[config.mk]
export PLATFORM = sky130hd
export DESIGN_NAME = uhfp_host_port
export DESIGN_NICKNAME = d
export VERILOG_FILES = /design/src/uhfp_pkg.sv /design/src/uhfp_host_port.sv
export SDC_FILE = /design/constraint.sdc
export NUM_CORES = 1
export LEC_CHECK = 0
export BUFFER_PORTS_ARGS = -buffer_cell sky130_fd_sc_hd__buf_2
export CAP_MARGIN = 40
export CORE_MARGIN = 2
export CORE_UTILIZATION = 55
export DETAILED_ROUTE_END_ITERATION = 8
export GPL_TIMING_DRIVEN = 0
export PLACE_DENSITY = 0.91
export SYNTH_ARGS = -nofsm -noshare
export SYNTH_HDL_FRONTEND = slang
export SYNTH_SLANG_ARGS = --single-unit
[constraint.sdc]
create_clock -name clk -period 3.1 [get_ports clk]
set_input_delay 0.155 -clock clk [delete_from_list [all_inputs] [get_ports clk]]
set_output_delay 0.155 -clock clk [all_outputs]
set_load 0.1 [all_outputs]
[src/uhfp_pkg.sv]
// Purpose: constants for the host frame and root port control block
// Assumes: AHB-Lite register access, 32-bit words
// Notes:   offsets are byte addresses
package uhfp_pkg;
  localparam logic [11:0] OFS_HOST_CFG      = 12'h400;
  localparam logic [11:0] OFS_FRAME_INTVL   = 12'h404;
  localparam logic [11:0] OFS_FRAME_CNT     = 12'h408;
  localparam logic [11:0] OFS_PER_TX_SPACE  = 12'h410;
  localparam logic [11:0] OFS_CH_IRQ_PEND   = 12'h414;
  localparam logic [11:0] OFS_CH_IRQ_EN     = 12'h418;
  localparam logic [11:0] OFS_PORT_CTRL     = 12'h440;
  localparam logic [15:0] FRAME_INTVL_RST   = 16'hea60;
  localparam logic [15:0] FRAME_NUM_RST     = 16'h3fff;
  localparam logic [15:0] FRAME_NUM_MAX     = 16'h3fff;
  localparam logic [1:0]  CLK_SEL_60        = 2'h0;
  localparam logic [1:0]  CLK_SEL_48        = 2'h1;
  localparam logic [1:0]  CLK_SEL_6         = 2'h2;
  localparam logic [1:0]  SPD_HIGH          = 2'h0;
  localparam logic [1:0]  SPD_FULL          = 2'h1;
  localparam logic [1:0]  SPD_LOW           = 2'h2;
  localparam logic [2:0]  LS_DIV_LAST       = 3'h7;
  localparam logic [3:0]  TEST_MAX          = 4'h5;
  // derived frame intervals: 125 us or 1 ms times phy clock
  localparam int          HS_FRAME_SCALE    = 125;
  localparam int          FSLS_FRAME_SCALE  = 1000;
  localparam logic [15:0] INTVL_HS_60       = 16'(60 * HS_FRAME_SCALE);
  localparam logic [15:0] INTVL_FS_60       = 16'(60 * FSLS_FRAME_SCALE);
  localparam logic [15:0] INTVL_FS_48       = 16'(48 * FSLS_FRAME_SCALE);
  localparam logic [15:0] INTVL_LS_6        = 16'(6 * FSLS_FRAME_SCALE);
  // bit positions
  localparam int          B_FSLS_ONLY       = 2;
  localparam int          B_RELOAD_OK       = 16;
  localparam int          B_CONN_STS        = 0;
  localparam int          B_CONN_DET        = 1;
  localparam int          B_PORT_EN         = 2;
  localparam int          B_EN_CHG          = 3;
  localparam int          B_OC_ACT          = 4;
  localparam int          B_OC_CHG          = 5;
  localparam int          B_PORT_RST        = 8;
  localparam int          B_PORT_PWR        = 12;
endpackage : uhfp_pkg

[src/uhfp_host_port.sv]
// Purpose: host frame timing, periodic status, channel irq and root port
// Assumes: clk is the phy clock domain, AHB-Lite single word transfers
// Notes:   zero-wait slave, always OKAY
`timescale 1ns/1ps
module uhfp_host_port
  import uhfp_pkg::*;
#(
  parameter int CH_N = 16
) (
  input  wire logic         clk,
  input  wire logic         sys_rst,
  input  wire logic         hsel,
  input  wire logic [31:0]  haddr,
  input  wire logic [1:0]   htrans,
  input  wire logic         hwrite,
  input  wire logic [2:0]   hsize,
  input  wire logic [31:0]  hwdata,
  input  wire logic         hready,
  output logic      [31:0]  hrdata,
  output logic              hreadyout,
  output logic              hresp,
  input  wire logic         dev_connected,
  input  wire logic [1:0]   dev_max_speed,
  input  wire logic         overcurrent,
  input  wire logic [1:0]   line_state,
  input  wire logic [CH_N-1:0] channel_irq_in,
  input  wire logic [7:0]   periodic_queue_head,
  input  wire logic [4:0]   periodic_queue_free,
  input  wire logic [15:0]  periodic_fifo_free,
  output logic              sof_pulse,
  output logic              ls_clk_tick,
  output logic              port_reset_drive,
  output logic              port_power_on,
  output logic [3:0]        port_test_mode,
  output logic [1:0]        attached_speed_out,
  output logic              core_channel_irq,
  output logic              core_port_irq
);
  import uhfp_pkg::*;

  typedef struct packed {
    logic        wr_pend;
    logic [11:0] wr_addr;
    logic [31:0] rdata;
    logic        fs_ls_only_select;
    logic [1:0]  phy_clock_select;
    logic        interval_reload_allow;
    logic [15:0] frame_interval;
    logic        interval_set;
    logic [15:0] frame_time_left;
    logic [15:0] frame_count;
    logic [CH_N-1:0] channel_irq_mask_bits;
    logic [CH_N-1:0] ch_pend;
    logic        conn_sts;
    logic        connect_detected;
    logic        port_enabled;
    logic        en_chg;
    logic        oc_act;
    logic        oc_chg;
    logic        port_reset_ctl;
    logic        port_power_ctl;
    logic [3:0]  port_test_select;
    logic [1:0]  attached_speed;
    logic [2:0]  ls_div;
    logic        sof;
    logic        ls_tick;
    logic        ch_irq;
    logic        port_irq;
  } uhfp_state_t;

  uhfp_state_t s_r;
  uhfp_state_t s_nxt;

  // frame length when software has not programmed one
  function automatic logic [15:0] default_interval(input logic [1:0] sel,
                                                   input logic [1:0] spd);
    logic [15:0] v;
    v = INTVL_FS_60;
    if (spd == SPD_HIGH) begin
      v = INTVL_HS_60;
    end else if (sel == CLK_SEL_48) begin
      v = INTVL_FS_48;
    end else if (sel == CLK_SEL_6 && spd == SPD_LOW) begin
      v = INTVL_LS_6;
    end
    return v;
  endfunction : default_interval

  function automatic logic [31:0] read_mux(input uhfp_state_t st,
                                           input logic [11:0] a,
                                           input logic [7:0] qh,
                                           input logic [4:0] qf,
                                           input logic [15:0] ff);
    logic [31:0] d;
    d = 32'h0000_0000;
    case (a)
      OFS_HOST_CFG: begin
        d[B_FSLS_ONLY] = st.fs_ls_only_select;
        d[1:0] = st.phy_clock_select;
      end
      OFS_FRAME_INTVL: begin
        d[B_RELOAD_OK] = st.interval_reload_allow;
        d[15:0] = st.frame_interval;
      end
      OFS_FRAME_CNT: d = {st.frame_time_left, st.frame_count};
      OFS_PER_TX_SPACE: d = {qh, 3'h0, qf, ff};
      OFS_CH_IRQ_PEND: d[CH_N-1:0] = st.ch_pend;
      OFS_CH_IRQ_EN: d[CH_N-1:0] = st.channel_irq_mask_bits;
      OFS_PORT_CTRL: begin
        d[18:17] = st.attached_speed;
        d[16:13] = st.port_test_select;
        d[B_PORT_PWR] = st.port_power_ctl;
        d[11:10] = line_state;
        d[B_PORT_RST] = st.port_reset_ctl;
        d[B_OC_CHG] = st.oc_chg;
        d[B_OC_ACT] = st.oc_act;
        d[B_EN_CHG] = st.en_chg;
        d[B_PORT_EN] = st.port_enabled;
        d[B_CONN_DET] = st.connect_detected;
        d[B_CONN_STS] = st.conn_sts;
      end
      default: d = 32'h0000_0000;
    endcase
    return d;
  endfunction : read_mux

  logic        acc;
  logic [31:0] w;
  logic        port_en_nxt;
  logic        ld_intvl;

  always_comb begin
    s_nxt = s_r;
    acc = hsel && hready && htrans[1];
    w = hwdata;
    ld_intvl = 1'b0;
    port_en_nxt = s_r.port_enabled;
    s_nxt.wr_pend = acc && hwrite;
    s_nxt.wr_addr = haddr[11:0];
    if (acc && !hwrite) begin
      s_nxt.rdata = read_mux(s_r, haddr[11:0], periodic_queue_head,
                             periodic_queue_free, periodic_fifo_free);
    end

    // ls tick is every eighth clock, only with CLK_SEL_6 selected
    s_nxt.ls_div = s_r.ls_div + 3'h1;
    s_nxt.ls_tick = (s_r.phy_clock_select == CLK_SEL_6) && (s_r.ls_div == LS_DIV_LAST);

    s_nxt.sof = 1'b0;
    if (s_r.port_enabled) begin
      if (s_r.frame_time_left == 16'h0000) begin
        s_nxt.frame_time_left = s_r.frame_interval;
        s_nxt.sof = 1'b1;
        s_nxt.frame_count = (s_r.frame_count >= FRAME_NUM_MAX) ? 16'h0000
                            : s_r.frame_count + 16'h0001;
      end else begin
        s_nxt.frame_time_left = s_r.frame_time_left - 16'h0001;
      end
    end

    s_nxt.conn_sts = dev_connected;
    s_nxt.attached_speed = (s_r.fs_ls_only_select && dev_max_speed == SPD_HIGH)
                           ? SPD_FULL : dev_max_speed;

    s_nxt.ch_pend = channel_irq_in;
    s_nxt.ch_irq = |(s_r.ch_pend & s_r.channel_irq_mask_bits);

    if (!s_r.interval_set) begin
      s_nxt.frame_interval = default_interval(s_r.phy_clock_select, s_r.attached_speed);
    end

    if (s_r.wr_pend) begin
      case (s_r.wr_addr)
        OFS_HOST_CFG: begin
          s_nxt.fs_ls_only_select = w[B_FSLS_ONLY];
          if (w[1:0] != 2'h3) begin
            s_nxt.phy_clock_select = w[1:0];
          end
        end
        OFS_FRAME_INTVL: begin
          s_nxt.interval_reload_allow = w[B_RELOAD_OK];
          if (s_r.port_enabled) begin
            ld_intvl = 1'b1;
          end
        end
        OFS_CH_IRQ_EN: s_nxt.channel_irq_mask_bits = w[CH_N-1:0];
        OFS_PORT_CTRL: begin
          if (w[16:13] <= TEST_MAX) begin
            s_nxt.port_test_select = w[16:13];
          end
          s_nxt.port_power_ctl = w[B_PORT_PWR];
          s_nxt.port_reset_ctl = w[B_PORT_RST];
          if (w[B_PORT_EN]) begin
            port_en_nxt = 1'b0;
          end
          if (w[B_CONN_DET]) begin
            s_nxt.connect_detected = 1'b0;
          end
          if (w[B_EN_CHG]) begin
            s_nxt.en_chg = 1'b0;
          end
          if (w[B_OC_CHG]) begin
            s_nxt.oc_chg = 1'b0;
          end
        end
        default: ;
      endcase
    end
    if (ld_intvl) begin
      s_nxt.frame_interval = w[15:0];
      s_nxt.interval_set = 1'b1;
    end

    // enabled at end of reset, lost on fault
    if (s_r.port_reset_ctl && !s_nxt.port_reset_ctl && s_r.conn_sts) begin
      port_en_nxt = 1'b1;
    end
    if (overcurrent || !dev_connected) begin
      port_en_nxt = 1'b0;
    end
    s_nxt.port_enabled = port_en_nxt;
    s_nxt.oc_act = overcurrent;
    if (overcurrent) begin
      s_nxt.port_power_ctl = 1'b0;
    end
    // sets placed last so they win over clears
    if (dev_connected && !s_r.conn_sts) begin
      s_nxt.connect_detected = 1'b1;
    end
    if (port_en_nxt != s_r.port_enabled) begin
      s_nxt.en_chg = 1'b1;
    end
    if (overcurrent != s_r.oc_act) begin
      s_nxt.oc_chg = 1'b1;
    end
    s_nxt.port_irq = s_r.connect_detected | s_r.en_chg | s_r.oc_chg;

    if (sys_rst) begin
      s_nxt = '0;
      s_nxt.frame_interval = FRAME_INTVL_RST;
      s_nxt.frame_count = FRAME_NUM_RST;
    end
  end

  always_ff @(posedge clk) begin
    s_r <= s_nxt;
  end

  assign hrdata = s_r.rdata;
  assign hreadyout = 1'b1;
  assign hresp = 1'b0;
  assign sof_pulse = s_r.sof;
  assign ls_clk_tick = s_r.ls_tick;
  assign port_reset_drive = s_r.port_reset_ctl;
  assign port_power_on = s_r.port_power_ctl;
  assign port_test_mode = s_r.port_test_select;
  assign attached_speed_out = s_r.attached_speed;
  assign core_channel_irq = s_r.ch_irq;
  assign core_port_irq = s_r.port_irq;
endmodule : uhfp_host_port

==> key figures <==
Worst setup path
  • Crit path DAT: 3.09 ns
  • Critical Path End Type: flop
  • Worst r2r path cells: 7
  • Startpoint types: flop
  • Largest stage delay on the critical path: ~0.67 ns
  • Critical path fanouts, max: 10
  • Slowest-stage cell, CP: o31ai_1
  • CP cell instances: ha_1, and3_1, nand3_1, o31ai_1, buf_2, o21ai_0, a221o_1
  • Setup CP Type: flop to flop
  • CP required: 3.42 ns
  • Worst reg2reg endpoint: s_r[65]
  • R2R Path Start: s_r[53]
  • Worst R2R Setup Slack: ~0.33 ns

Place
  • Placed cell area: slightly above 8000 sq um
  • Port bufs: 126
  • GPL Wtd Cong: 0.997
  • Post-DP HPWL: 17.4 mm

Timing
  • Count of pins over their slew limit: 0
  • Setup violators final: 0
  • Period utilisation layout: 89.5%
  • Final hold violation count: 0
  • Setup_tns: 0 ns
  • Slew headroom: roughly 41%
  • Unrepaired setup endpoints after global routing: false
  • Final Critical Period: roughly 2.8 ns
  • Clk_skew: approximately 0.0061 ns
  • Max Freq: between 300 and 400 MHz
  • Tightest hold margin: around 0.0055 ns
  • Worst Tran Pin Value: 0.870 ns

Power
  • Pleak: roughly 3.9 nW
  • Worst vdd ir: about 0.38 mV
  • Total power: about 4.7 mW
  • Pwr/cell area: a little over 500 nW/um^2

Finish
  • Fin util: a little over two thirds
  • Final instance area: 9170 sq um
  • Synthesis-to-layout area growth: 25.5%
  • # nets final: 1,135
  • Most frequent cells in the layout: dfxtp_1, buf_2, nor2_1, o21ai_0, nor2b_1
  • Leading cell type in the layout, fill and taps excluded: dfxtp_1
  • Inserted Diodes: 0
  • Share of layout cells above drive strength 1: 25.0%

Clock tree
  • Post-CTS sizing: 0
  • CTS tree: done
  • Root Buffer: clkbuf_16
  • CTS Buffer Depth: 2
  • Clock tree sinks: 151
  • H-tree Lvls: 4
  • TritonCTS Buffers: 17
  • Post-CTS Setup Bufs: 0
  • Worst skew pair latency: 0.43 ns
  • Post-CTS Hold Fix Bufs: 37
  • Clock slew seen by the registers of the worst setup and hold paths: roughly 0.06 ns

Synthesis
  • Avg Inst Size Synth: 8.90 sq um
  • Synth unique cells: 70
  • Syn. warnings: 0
  • Sequential area share after synthesis: 41.3%
  • Mapped Cells: 822
  • Number of synthesized flops with an enable pin: 0
  • Post-Syn Area: 7310 sq um
  • Post-synth ARST share: 0%
  • Number of synthesized register bits: roughly 150
  • Syn_nets: about 950
  • Prevailing post-synth register cell: dfxtp_1

Detailed routing
  • Post-DR vias/cell: 6.33
  • WL per Instance: 21.3 um
  • Initial DRC count: a little over 900
  • Antenna-violating nets left: 0
  • Drt pass-1 iters: 9
  • Routed WL: 25.5 mm
  • Vias: 7,563
  • DR DRC count: 0

Die
  • # rows: 42
  • Die area: 14,200 sq um
  • Top Ports: approximately 170
  • Die Y: roughly 120 um
  • Core region area: 13,100 sq um
  • Starting Density: a little under three fifths
  • Die Span X: about 120 um

Global route
  • Global route overflow: 0
  • First-pass GRT wire length: slightly below 40 mm
  • Vias in the first global route: 7,124
  • Total track usage: ~36%
  • Largest net degree at the start of global routing: 17
  • Antenna violations before repair: 0

Hold path
  • Hold WC Path Type: input pin to flop
  • Hold path cells: 3
  • Worst Hold Launch: periodic_queue_head[5]
  • Hold Path Sink: hrdata[29]

Run status
  • Status: complete, no violations

Flow run
  • MaxCap Viol Count: 0
==> final cells by class <==
type / instances / area (sq um)
tap: 176 / 220
sequential: 151 / 3020
fill: 1012 / 3960
timing repair buffer: 164 / 1010
clock inverter: 11 / 173
buffer: 90 / 528
multi-input combinational: 564 / 3700
clock buffer: 21 / 460
inverter: 17 / 63.8
==> Yosys cell counts (11+ instances only) <==
library cell | n | share of area, %
dfxtp_1 | 151 | 41
nor2_1 | 67 | 3.4
o21ai_0 | 54 | 3.7
nor2b_1 | 46 | 3.9
nand2_1 | 43 | 2.2
buf_4 | 42 | 4.3
mux2i_1 | 34 | 4.7
a21oi_1 | 33 | 2.3
clkbuf_1 | 29 | 1.5
nor3_1 | 27 | 1.8
nand3_1 | 25 | 1.7
a221oi_1 | 23 | 2.8
inv_1 | 17 | 0.87
mux2_2 | 16 | 2.5
a22oi_1 | 15 | 1.5
buf_2 | 14 | 0.96
and3_1 | 13 | 1.1
a211oi_1 | 11 | 1.1
==> report_power, final <==
group	switching [mW]	leakage [nW]	internal, mW	total, mW
Clock	0.853	0.296	1.39	2.24
Combinational	0.288	2.35	0.165	0.452
Sequential	0.0368	1.23	1.99	2.03
==> logic make-up after synthesis <==
group           Yosys count  share of synthesized area (%)
fa+ha+maj                 5                          0.856
compound gates          218                           20.9
mux                      50                           7.12
simple gates            287                           21.4
other cells               2                          0.103
flops                   151                           41.3
xor+xnor                  2                          0.240
buf+inv                 107                           8.09
==> per-stage QoR <==
step / instances / setup WS, ns
after floorplan: 822 / 1.02
after global placement: 1124 / 0.504
after detailed placement: 1125 / 0.511
after CTS: 1194 / 0.443
after global routing: 1194 / 0.273
final: 1194 / 0.326
==> worst max path at each step <==
stage,startpoint,endpoint,cells past startpoint
finish,s_r[53],s_r[65],7
global route,s_r[53],s_r[65],7
CTS,s_r[53],s_r[65],7
detailed placement,s_r[53],s_r[62],7
global placement,s_r[53],s_r[64],7
floorplan,s_r[53],s_r[60],7
==> metal layers <==
layer	part of all wire, %	global-route usage (%)	wire [um]
met5	0	0	0
met4	5.3	18.2	1360
met3	11	7.66	2720
met2	46	59.3	11700
met1	38	44.2	9650
==> critical path, delay by kind of cell (launching register included) <==
kind                       cells  cell delay (ns)
DFF                            1             0.49
and+or+nand+nor                2             0.45
adders and majority gates      1             0.28
AOI/OAI and AO/OA              3             1.10
buffers and inverters          1             0.34
==> flip-flops by register name, summed over array words and instances, names as in the netlist <==
register,count
s_r,107
port_reset_drive,1
hrdata,32
sof_pulse,1
core_channel_irq,1
ls_clk_tick,1
attached_speed_out,2
port_test_mode,4
core_port_irq,1
port_power_on,1
Power figures use the tool's default switching activity.
